File: src/common/gmf_pkg.sv
// package: offsets, reset values, field positions and types of the block
`default_nettype none

package gmf_pkg;

  ////////////////////////////////////////////////////////////////////////////
  // register offsets on the control port
  localparam logic [7:0] MAILBOX_OFFSET = 8'h19;
  localparam logic [7:0] CONFIG_OFFSET = 8'h1a;
  localparam logic [7:0] TALLY_OFFSET = 8'h1b;

  // values after reset, and the tally ceiling
  localparam logic [7:0] MAILBOX_RESET = 8'h01;
  localparam logic [7:0] CONFIG_RESET = 8'h00;
  localparam logic [7:0] TALLY_RESET = 8'h00;
  localparam logic [7:0] READ_IDLE_VALUE = 8'h00;
  localparam logic [7:0] TALLY_MAX = 8'hff;

  ////////////////////////////////////////////////////////////////////////////
  // field positions inside pin_nine_and_global_pad_config
  localparam int unsigned GLOB_LEVEL_BIT = 7;
  localparam int unsigned GLOB_FORCE_DIR_BIT = 5;
  localparam int unsigned GLOB_FORCE_EN_BIT = 4;
  localparam int unsigned PIN_NINE_LEVEL_BIT = 3;
  localparam int unsigned PIN_NINE_DIR_BIT = 1;
  localparam int unsigned PIN_NINE_EN_BIT = 0;

  ////////////////////////////////////////////////////////////////////////////
  // timing: oscillator period sets the unit of the measurement window
  localparam int unsigned OSC_PERIOD_NS = 40;
  localparam int unsigned REF_CLK_PERIOD_NS = 40;
  localparam int unsigned OSC_CYCLES_RAW =
    (OSC_PERIOD_NS + REF_CLK_PERIOD_NS - 1) / REF_CLK_PERIOD_NS;
  localparam int unsigned OSC_CYCLES = (OSC_CYCLES_RAW < 1) ? 1 :
    OSC_CYCLES_RAW;

  ////////////////////////////////////////////////////////////////////////////
  // types
  typedef struct packed {
    logic drive_level;
    logic direction;
    logic function_enable;
  } gmf_pin_cfg_s;

  typedef struct packed {
    logic wr_en;
    logic rd_en;
    logic [7:0] addr;
    logic [7:0] wdata;
  } gmf_reg_req_s;

  // encoding is {direction, enable}
  typedef enum logic [1:0] {
    GMF_PAD_FUNC = 2'b00,
    GMF_PAD_GPIO_OUT = 2'b01,
    GMF_PAD_TRI = 2'b10,
    GMF_PAD_GPIO_IN = 2'b11
  } gmf_pad_mode_e;

  typedef enum logic {
    GMF_TALLY_IDLE = 1'b0,
    GMF_TALLY_COUNT = 1'b1
  } gmf_tally_state_e;

endpackage : gmf_pkg

`default_nettype wire

File: src/logic/gmf_edge_sync.sv
// module: synchroniser and rising edge detector for a foreign clock input
`default_nettype none

module gmf_edge_sync (
  input wire logic ref_clk,
  input wire logic arst_n,
  input wire logic async_in,
  output logic rise_pulse
);

  logic meta_reg;
  logic sync_reg;
  logic last_reg;

  ////////////////////////////////////////////////////////////////////////////
  // two-flop synchroniser; meta_reg is read by sync_reg alone
  always_ff @(posedge ref_clk or negedge arst_n) begin
    if (!arst_n) begin
      meta_reg <= 1'b0;
      sync_reg <= 1'b0;
    end else begin
      meta_reg <= async_in;
      sync_reg <= meta_reg;
    end
  end

  // edge detection looks only at the settled copy
  always_ff @(posedge ref_clk or negedge arst_n) begin
    if (!arst_n) begin
      last_reg <= 1'b0;
      rise_pulse <= 1'b0;
    end else begin
      last_reg <= sync_reg;
      rise_pulse <= sync_reg & ~last_reg;
    end
  end

endmodule // gmf_edge_sync

`default_nettype wire

File: src/logic/gmf_pad_ctl.sv
// module: one pad's direction and level from local and global settings
`default_nettype none

module gmf_pad_ctl (
  input wire logic ref_clk,
  input wire logic arst_n,
  input wire gmf_pkg::gmf_pin_cfg_s glob_cfg,
  input wire gmf_pkg::gmf_pin_cfg_s local_cfg,
  input wire logic remote_en,
  input wire logic remote_level,
  input wire logic func_level,
  output logic pad_out,
  output logic pad_oe_n
);

  gmf_pkg::gmf_pad_mode_e local_mode;
  gmf_pkg::gmf_pad_mode_e glob_mode;
  logic level_next;
  logic oe_n_next;

  assign local_mode = gmf_pkg::gmf_pad_mode_e'({local_cfg.direction,
    local_cfg.function_enable});
  assign glob_mode = gmf_pkg::gmf_pad_mode_e'({glob_cfg.direction,
    glob_cfg.function_enable});

  ////////////////////////////////////////////////////////////////////////////
  // local setting wins; global force only applies to a pad left at 00
  always_comb begin
    level_next = func_level;
    oe_n_next = 1'b0;
    if (local_mode != gmf_pkg::GMF_PAD_FUNC) begin
      unique case (local_mode)
        gmf_pkg::GMF_PAD_GPIO_OUT: begin
          // remote control takes the level over from the local bit
          level_next = remote_en ? remote_level : local_cfg.drive_level;
        end
        gmf_pkg::GMF_PAD_TRI,
        gmf_pkg::GMF_PAD_GPIO_IN: begin
          oe_n_next = 1'b1;
        end
        gmf_pkg::GMF_PAD_FUNC: begin
          oe_n_next = 1'b0;
        end
      endcase
    end else begin
      unique case (glob_mode)
        gmf_pkg::GMF_PAD_GPIO_OUT: begin
          level_next = glob_cfg.drive_level;
        end
        gmf_pkg::GMF_PAD_TRI,
        gmf_pkg::GMF_PAD_GPIO_IN: begin
          oe_n_next = 1'b1;
        end
        gmf_pkg::GMF_PAD_FUNC: begin
          oe_n_next = 1'b0;
        end
      endcase
    end
  end

  // registered pad drive; pad released while in reset
  always_ff @(posedge ref_clk or negedge arst_n) begin
    if (!arst_n) begin
      pad_out <= 1'b0;
      pad_oe_n <= 1'b1;
    end else begin
      pad_out <= level_next;
      pad_oe_n <= oe_n_next;
    end
  end

endmodule // gmf_pad_ctl

`default_nettype wire

File: src/logic/gmf_regs_top.sv
// module: mailbox, pad configuration and pixel clock tally registers
//
// Notes on behaviour
// - mailbox is free 8-bit storage, resets to one
// - global level drives pins left in functional mode when forced out
// - global {dir,en}: functional, forced out, tri-state, in
// - per-pin settings override the global force
// - pin nine level only in GPIO output, where remote control can take it over
// - pin nine {dir,en}: functional, GPIO out, tri-state, GPIO in
// - tally write starts a pixel edge measurement
// - window equals written value times oscillator period
// - tally read returns edges of the latest window
// - edge count freezes at all ones
`default_nettype none

module gmf_regs_top #(
  parameter int unsigned OTHER_PINS = 4,
  parameter int unsigned WIN_W = 16
) (
  input wire logic ref_clk,
  input wire logic arst_n,
  input wire gmf_pkg::gmf_reg_req_s reg_req,
  output logic [7:0] reg_rdata,
  output logic reg_rdata_valid,
  input wire logic pixel_clk_in,
  input wire logic pin_nine_func_level,
  input wire logic pin_nine_remote_en,
  input wire logic pin_nine_remote_level,
  output logic pin_nine_pad_out,
  output logic pin_nine_pad_oe_n,
  input wire gmf_pkg::gmf_pin_cfg_s [OTHER_PINS-1:0] other_cfg,
  input wire logic [OTHER_PINS-1:0] other_func_level,
  input wire logic [OTHER_PINS-1:0] other_remote_en,
  input wire logic [OTHER_PINS-1:0] other_remote_level,
  output logic [OTHER_PINS-1:0] other_pad_out,
  output logic [OTHER_PINS-1:0] other_pad_oe_n
);

  logic [7:0] link_message_scratch_reg;
  logic [7:0] pin_nine_and_global_pad_config_reg;
  logic [7:0] pixel_clock_edge_tally_reg;
  logic [WIN_W-1:0] win_left_reg;
  logic [WIN_W-1:0] win_len_reg;
  logic [WIN_W-1:0] win_seen_reg;
  gmf_pkg::gmf_tally_state_e tally_state_reg;
  gmf_pkg::gmf_pin_cfg_s glob_cfg;
  gmf_pkg::gmf_pin_cfg_s pin_nine_cfg;
  logic wr_mailbox;
  logic wr_config;
  logic wr_tally;
  logic pixel_rise;
  logic win_last;
  logic [WIN_W-1:0] win_target;

  ////////////////////////////////////////////////////////////////////////////
  // address decode of the control port
  assign wr_mailbox = reg_req.wr_en &&
    (reg_req.addr == gmf_pkg::MAILBOX_OFFSET);
  assign wr_config = reg_req.wr_en &&
    (reg_req.addr == gmf_pkg::CONFIG_OFFSET);
  assign wr_tally = reg_req.wr_en &&
    (reg_req.addr == gmf_pkg::TALLY_OFFSET);

  // mailbox has no effect on hardware; both link ends just share it
  always_ff @(posedge ref_clk or negedge arst_n) begin
    if (!arst_n) begin
      link_message_scratch_reg <= gmf_pkg::MAILBOX_RESET;
    end else if (wr_mailbox) begin
      link_message_scratch_reg <= reg_req.wdata;
    end
  end

  // reserved bits 6 and 2 are plain storage, read back as written
  always_ff @(posedge ref_clk or negedge arst_n) begin
    if (!arst_n) begin
      pin_nine_and_global_pad_config_reg <= gmf_pkg::CONFIG_RESET;
    end else if (wr_config) begin
      pin_nine_and_global_pad_config_reg <= reg_req.wdata;
    end
  end

  // read port: one cycle latency, unmapped offsets read as zero
  always_ff @(posedge ref_clk or negedge arst_n) begin
    if (!arst_n) begin
      reg_rdata <= gmf_pkg::READ_IDLE_VALUE;
      reg_rdata_valid <= 1'b0;
    end else begin
      reg_rdata_valid <= reg_req.rd_en;
      if (reg_req.rd_en) begin
        unique case (reg_req.addr)
          gmf_pkg::MAILBOX_OFFSET: reg_rdata <= link_message_scratch_reg;
          gmf_pkg::CONFIG_OFFSET: begin
            reg_rdata <= pin_nine_and_global_pad_config_reg;
          end
          // the count, never the interval that was written
          gmf_pkg::TALLY_OFFSET: begin
            reg_rdata <= pixel_clock_edge_tally_reg;
          end
          default: reg_rdata <= gmf_pkg::READ_IDLE_VALUE;
        endcase
      end
    end
  end

  ////////////////////////////////////////////////////////////////////////////
  // pad configuration fields
  assign glob_cfg.drive_level =
    pin_nine_and_global_pad_config_reg[gmf_pkg::GLOB_LEVEL_BIT];
  assign glob_cfg.direction =
    pin_nine_and_global_pad_config_reg[gmf_pkg::GLOB_FORCE_DIR_BIT];
  assign glob_cfg.function_enable =
    pin_nine_and_global_pad_config_reg[gmf_pkg::GLOB_FORCE_EN_BIT];
  assign pin_nine_cfg.drive_level =
    pin_nine_and_global_pad_config_reg[gmf_pkg::PIN_NINE_LEVEL_BIT];
  assign pin_nine_cfg.direction =
    pin_nine_and_global_pad_config_reg[gmf_pkg::PIN_NINE_DIR_BIT];
  assign pin_nine_cfg.function_enable =
    pin_nine_and_global_pad_config_reg[gmf_pkg::PIN_NINE_EN_BIT];

  // pin nine uses the local bits held here
  gmf_pad_ctl u_pin_nine (
    .ref_clk(ref_clk),
    .arst_n(arst_n),
    .glob_cfg(glob_cfg),
    .local_cfg(pin_nine_cfg),
    .remote_en(pin_nine_remote_en),
    .remote_level(pin_nine_remote_level),
    .func_level(pin_nine_func_level),
    .pad_out(pin_nine_pad_out),
    .pad_oe_n(pin_nine_pad_oe_n)
  );

  // other pins bring their local bits from their own registers
  for (genvar gi = 0; gi < OTHER_PINS; gi++) begin : g_other
    gmf_pad_ctl u_pad (
      .ref_clk(ref_clk),
      .arst_n(arst_n),
      .glob_cfg(glob_cfg),
      .local_cfg(other_cfg[gi]),
      .remote_en(other_remote_en[gi]),
      .remote_level(other_remote_level[gi]),
      .func_level(other_func_level[gi]),
      .pad_out(other_pad_out[gi]),
      .pad_oe_n(other_pad_oe_n[gi])
    );
  end

  ////////////////////////////////////////////////////////////////////////////
  // pixel clock enters as a plain input; sampling at the reference rate
  // makes the tally a rough figure that aliases above half that rate
  gmf_edge_sync u_pixel_sync (
    .ref_clk(ref_clk),
    .arst_n(arst_n),
    .async_in(pixel_clk_in),
    .rise_pulse(pixel_rise)
  );

  assign win_target =
    WIN_W'(reg_req.wdata) * WIN_W'(gmf_pkg::OSC_CYCLES);
  assign win_last = (win_left_reg == WIN_W'(1));

  // window sequencer; a new write restarts a window in progress
  always_ff @(posedge ref_clk or negedge arst_n) begin
    if (!arst_n) begin
      tally_state_reg <= gmf_pkg::GMF_TALLY_IDLE;
      win_left_reg <= '0;
    end else if (wr_tally) begin
      tally_state_reg <= (win_target != '0) ? gmf_pkg::GMF_TALLY_COUNT :
        gmf_pkg::GMF_TALLY_IDLE;
      win_left_reg <= win_target;
    end else if (tally_state_reg == gmf_pkg::GMF_TALLY_COUNT) begin
      win_left_reg <= win_left_reg - WIN_W'(1);
      if (win_last) begin
        tally_state_reg <= gmf_pkg::GMF_TALLY_IDLE;
      end
    end
  end

  // edge tally; cleared at start, frozen once full or window over
  always_ff @(posedge ref_clk or negedge arst_n) begin
    if (!arst_n) begin
      pixel_clock_edge_tally_reg <= gmf_pkg::TALLY_RESET;
    end else if (wr_tally) begin
      pixel_clock_edge_tally_reg <= gmf_pkg::TALLY_RESET;
    end else if ((tally_state_reg == gmf_pkg::GMF_TALLY_COUNT) &&
        pixel_rise &&
        (pixel_clock_edge_tally_reg != gmf_pkg::TALLY_MAX)) begin
      pixel_clock_edge_tally_reg <= pixel_clock_edge_tally_reg + 8'h01;
    end
  end

  ////////////////////////////////////////////////////////////////////////////
  // helper state watched only by the checks below
  always_ff @(posedge ref_clk or negedge arst_n) begin
    if (!arst_n) begin
      win_len_reg <= '0;
      win_seen_reg <= '0;
    end else if (wr_tally) begin
      win_len_reg <= win_target;
      win_seen_reg <= '0;
    end else if (tally_state_reg == gmf_pkg::GMF_TALLY_COUNT) begin
      win_seen_reg <= win_seen_reg + WIN_W'(1);
    end
  end
endmodule // gmf_regs_top

`default_nettype wire

File: config.mk
export PLATFORM = sky130hd
export DESIGN_NAME = gmf_regs_top
export DESIGN_NICKNAME = d
export VERILOG_FILES = /design/src/common/gmf_pkg.sv /design/src/logic/gmf_edge_sync.sv /design/src/logic/gmf_pad_ctl.sv /design/src/logic/gmf_regs_top.sv
export SDC_FILE = /design/constraint.sdc
export NUM_CORES = 1
export LEC_CHECK = 0
export BUFFER_PORTS_ARGS = -buffer_cell sky130_fd_sc_hd__buf_2
export CAP_MARGIN = 20
export CORE_MARGIN = 2
export CORE_UTILIZATION = 49
export CTS_CLUSTER_DIAMETER = 100
export DETAILED_ROUTE_END_ITERATION = 16
export HOLD_SLACK_MARGIN = 0.15
export PLACE_DENSITY = 0.76
export SLEW_MARGIN = 10
export SYNTH_ARGS = -nofsm -noshare
export SYNTH_HDL_FRONTEND = slang
export SYNTH_HIERARCHICAL = 1
export SYNTH_SLANG_ARGS = --single-unit
File: constraint.sdc
create_clock -name ref_clk -period 1.45 [get_ports ref_clk]
set_input_delay 0.0725 -clock ref_clk [delete_from_list [all_inputs] [get_ports ref_clk]]
set_output_delay 0.0725 -clock ref_clk [all_outputs]
set_load 0.05 [all_outputs]
# After elaboration in Yosys (flattened, before gate mapping)
# Cells that the tools add are included.
[word_totals]
elab_cells = 107
output_inout_bits = 19
ff_bits = 64
in_bits = 48
[op_classes]
reduce_logical = 19
addsub = 2
n_bitwise = 2
mux = 40
n_eq_ne = 23
[ops]
columns = ["cell", "n"]
rows = [
  ["$mux W1", 35],
  ["$mux W16", 2],
  ["$eq A2 B2 Y1 const B", 12],
  ["$eq A8 B5 Y1 const B", 3],
  ["$pmux W8 S3", 1],
  ["$eq A16 B1 Y1 const B", 1],
  ["$mux W8", 2],
  ["$reduce_bool A16 Y1", 1],
  ["$sub A16 B1 Y16 const B", 1],
  ["$reduce_bool A2 Y1", 7],
  ["$eq A2 B1 Y1 const B", 6],
  ["$reduce_or A2 Y1", 6],
  ["$add A8 B1 Y8 const B", 1],
  ["$ne A8 B8 Y1 const B", 1],
  ["$logic_and A1 B1 Y1", 5],
  ["$and A1 B1 Y1", 1],
  ["$not A1 Y1", 1],
]

# Longest topological paths before layout
[logic_depth]
word_depth = 4
mapped_depth = 6
depth_no_buf = 6

# By module
# Netlist, hierarchy kept.
[modules_own_cells]
columns = ["module", "cells_each", "area_each_um2", "seq_area_each_um2", "instances"]
rows = [
  ["gmf_regs_top", 226, 2504.9, 1252.5, 1],
  ["gmf_pad_ctl", 11, 115.1, 51.3, 5],
  ["gmf_edge_sync", 5, 113.9, 100.1, 1],
]

# Least setup slack after synthesis
# No wires, ideal clock.
[synth_path]
kind = "register to register"
start = "register win_left_reg[8]"
end = "register win_left_reg[13]"
required_ps = 1373
setup_slack_ps = -101
n_path_buf = 0
setup_time_ps = 77
arrival_time_ps = 1473
synth_period_minus_slack_ps = 1551
stages_incl_launch_ff = 5
cell_sequence = "dfrtp_1 -> nor3_2 -> or3b_1 -> or3_1 -> a21oi_1"
[synth_via]
elab_chain_len = 3
[synth_rtl]
columns = ["element", "line_no", "rtl"]
rows = [
  ["start, declared", "gmf_regs_top.sv:42", "logic [WIN_W-1:0] win_left_reg;"],
  ["start signal, assigned", "gmf_regs_top.sv:170", "win_left_reg <= win_target;"],
  ["start signal, assigned", "gmf_regs_top.sv:172", "win_left_reg <= win_left_reg - WIN_W'(1);"],
  ["$sub A16 B1 Y16", "gmf_regs_top.sv:172", ""],
  ["$mux W16", "gmf_regs_top.sv:171", "end else if (tally_state_reg == gmf_pkg::GMF_TALLY_COUNT) begin"],
  ["$mux W16", "gmf_regs_top.sv:167", "end else if (wr_tally) begin"],
]
# No other way between the ends. The select of a mux whose other input is x is not followed.
# A chain may end at the register's enable or synchronous reset.

# Worst setup path after layout
[layout_path]
start = "register pixel_clock_edge_tally_reg[1]"
end = "register pixel_clock_edge_tally_reg[7]"
[layout_via]
elab_chain_len = 3
word_cells_on_any_way = 6
classes_between = "add/sub: 1; eq/ne: 1; mux: 2; reduce/logical: 2"
[layout_rtl]
columns = ["element", "line_no", "rtl"]
rows = [
  ["start, declared", "gmf_regs_top.sv:41", "logic [7:0] pixel_clock_edge_tally_reg;"],
  ["start signal, assigned", "gmf_regs_top.sv:182", "pixel_clock_edge_tally_reg <= gmf_pkg::TALLY_RESET;"],
  ["start signal, assigned", "gmf_regs_top.sv:184", "pixel_clock_edge_tally_reg <= gmf_pkg::TALLY_RESET;"],
  ["start signal, assigned", "gmf_regs_top.sv:188", "pixel_clock_edge_tally_reg <= pixel_clock_edge_tally_reg + 8'h01;"],
  ["$add A8 B1 Y8 / $ne A8 B8 Y1 (equally long branches)", "gmf_regs_top.sv:188, gmf_regs_top.sv:187", ""],
  ["$mux W8 / $logic_and A1 B1 Y1 (equally long branches)", "gmf_regs_top.sv:185, gmf_regs_top.sv:186", ""],
  ["$mux W8 / $reduce_bool A2 Y1 (equally long branches)", "-", ""],
]
# Parallel ways exist; a longest one is shown, timed or not. The select of a mux whose other input is x is not followed.

==> metrics.md <==
| Metric | Value |
|---|---|
| Status | `finished, violations left` |
| Failing checks | `setup timing` |
| CTS sink count | `64` |
| Synth Warn # | `6` |
| Critical Path Start | `pixel_clock_edge_tally_reg[1]` |
| Site Rows | `29` |
| Crit path required time | `about 1.7 ns` |
| Cells on worst reg2reg path | `5` |
| Worst Setup EP | `pixel_clock_edge_tally_reg[7]` |
| Critical R2R Launch | `pixel_clock_edge_tally_reg[1]` |
| Max cap viols | `0` |
| Core area | `6310 sq um` |
| I/O pin cnt | `67` |
| Worst-Skew Late Latency | `roughly 0.33 ns` |
| Leak | `2.01 nW` |
| PD cells | `between 1000 and 1500 nW/um^2` |
| Via density | `around 5.4` |
| Cell with the most instances after synthesis | `dfrtp_1` |
| Total number of vias | `~2700` |
| Synthesized cell area | `3190 sq um` |
| Hold Path Class | `in -> reg` |
| Distinct cells, synth | `45` |
| Initial detailed-routing violation count | `117` |
| Period utilization | `107%` |
| Area growth from synthesis to layout | `38.2%` |
| Total grt overflow | `0` |
| Peak VDD IR | `0.711 mV` |
| Design Area, Final | `4410 sq um` |
| Detailed Route WL | `roughly 7600 microns` |
| Register area share after synthesis | `between 50% and 60%` |
| First-pass GRT wire length | `12600 microns` |
| DRC | `0` |
| Fin crit period | `around 1.6 ns` |
| RSZ-0062 raised after global routing | `true` |
| Max frequency | `around 0.64 GHz` |
| Final setup margin | `-0.104 ns` |
| Detailed placer's ending HPWL | `just over 5000 microns` |
| Crit. End Element | `flip-flop` |
| Top_reg_cell synth | `dfrtp_1` |
| Reg2reg end | `pixel_clock_edge_tally_reg[7]` |
| Post-route insts no fill | `501` |
| Mapped Nets | `approximately 340` |
| Largest net degree at the start of global routing | `65` |
| Max_slew headroom | `between 70 and 80%` |
| Post-synth EDFFs | `0` |
| Finish-stage setup viols | `4` |
| TritonCTS clock tree | `yes` |
| Hold_ws | `around 0.17 ns` |
| DP Area | `around 3900 sq um` |
| Initial Util | `50.6%` |
| Reg2Reg Setup Slack | `-0.10 ns` |
| Post-DRT Antenna Nets | `0` |
| Maximum clock path buffer count | `2` |
| Crit-path max FO | `3` |
| WL/cell | `around 15 microns` |
| Cell total after placement | `~450` |
| Gpl congestion | `roughly 0.85` |
| Die ar. | `just over 7000 sq um` |
| WS Path Type | `reg -> reg` |
| Share of post-route cells with drive strength above 1 | `around 39%` |
| Clock Skew | `around 0.008 ns` |
| Max FFs per register | `16` |
| Measured slew at the worst slew-check pin | `~0.35 ns` |
| Final nets | `470` |
| Crit path arrival time | `1.76 ns` |
| Top cells by count, synth | `58 x dfrtp_1, 24 x nand2_1, 20 x nor2_1` |
| Util after Layout | `69.9%` |
| Root buf cell | `clkbuf_8` |
| Die span in x | `about 85 microns` |
| Vias in the first global route | `around 2800` |
| H-tree levels | `3` |
| Final Hold Viols | `0` |
| Setup crit start kind | `flip-flop` |
| Die height | `84.7 microns` |
| Max Slew Vio Count | `0` |
| All-Layer GR Usage | `a little over a fifth` |
| Yosys reg bits | `64` |
| DR pass1 iterations | `4` |
| Final TNS setup | `-0.266 ns` |
| Initial antenna violation count | `0` |
| ANT cells | `0` |
| FFs w/ async S/R, synth | `100%` |
| Num CTS Buffers | `9` |
| Clock transition at path regs | `0.07 ns` |
| Top cells by area, synth | `dfrtp_1 45%, mux2_2 6.3%, dfstp_2 4.9%` |
| Mean area per synthesized cell | `between 10 and 15 sq um` |
| Yosys top cell area share | `between 40% and 50%` |
| Cells after synthesis | `approximately 290` |
| Buffers on Ports | `66` |
| Area leader, netlist | `dfrtp_1` |
[layout by cell type (no fill, tap or decap), types with 6 or more instances in the layout]
cell type	count
dlygate4sd3_1	24
a22oi_1	7
mux2i_1	10
buf_4	37
o21ai_0	15
xor2_1	14
nand3_1	6
nor2_1	20
clkbuf_8	11
nor4_1	7
nand2_1	24
buf_2	66
dfstp_2	6
inv_1	8
mux2_2	17
dfrtp_1	57
[metrics by stage]
step           total power (W)  setup slack [ns]
2_1_floorplan          0.00321           -0.0832
5_1_grt                0.00603            -0.167
4_1_cts                0.00556           -0.0757
3_5_place_dp           0.00391           -0.0499
6_report               0.00570            -0.104
3_3_place_gp           0.00383          -0.00833
[final cells by class]
type | count | area (sq um)
clock buffer | 13 | 159
clock inverter | 3 | 40.0
tap | 77 | 96.3
timing repair buffer | 130 | 900
multi-input combinational | 205 | 1580
fill | 464 | 1900
inverter | 9 | 33.8
sequential | 64 | 1610
[logic make-up after synthesis]
logic type | share of synthesized area [%]
flip-flops | 50.4
AND/OR/NAND/NOR | 20.0
multiplexers | 9.48
AO/OA/AOI/OAI | 11.5
buffers and inverters | 2.27
adder cells (fa/ha/maj) | 1.18
XOR/XNOR | 5.21
[how the worst min path moves through the flow]
stage	start	to	depth (start not counted)
floorplan	arst_n	g_other[0].u_pad/pad_out	0
global placement	arst_n	win_left_reg[4]	2
detailed placement	arst_n	win_left_reg[2]	2
CTS	other_cfg[8]	g_other[2].u_pad/pad_out	4
global route	other_cfg[2]	g_other[0].u_pad/pad_out	4
finish	other_cfg[11]	g_other[3].u_pad/pad_out	4
[report_power, final]
part           switching, W  internal (W)  leakage (nW)  total, W
clock              0.000646      0.000884         0.103   0.00153
sequential         0.000299       0.00210         0.760   0.00240
combinational      0.000848      0.000923          1.14   0.00177
total               0.00179       0.00390          2.01   0.00570
[metal layers]
metal	part of all wire (%)	vias to the layer above	track usage, %	wire (microns)
li1	-	1309	-	-
met1	43	1304	27.8	3270
met2	51	79	37.1	3850
met3	4.8	16	3.83	368
met4	1.8	0	8.95	137
met5	0	-	0	0
[critical path, stage by stage, from the launching register on]
cell	delay [ns]
dfrtp_1	0.36
ha_2	0.19
nand4_1	0.14
o211ai_1	0.29
or2_4	0.18
mux2_4	0.28
[repair_timing]
item | CTS | global route
pin swaps | 5 | 12
gates resized for setup | 4 | 10
endpoints found under the setup margin | 4 | 13
hold buffers | 24 | 0
setup buffers | 2 | 6
hold endpoints to repair | 103 | 0
Note: power is estimated with default switching activity, not from simulation.
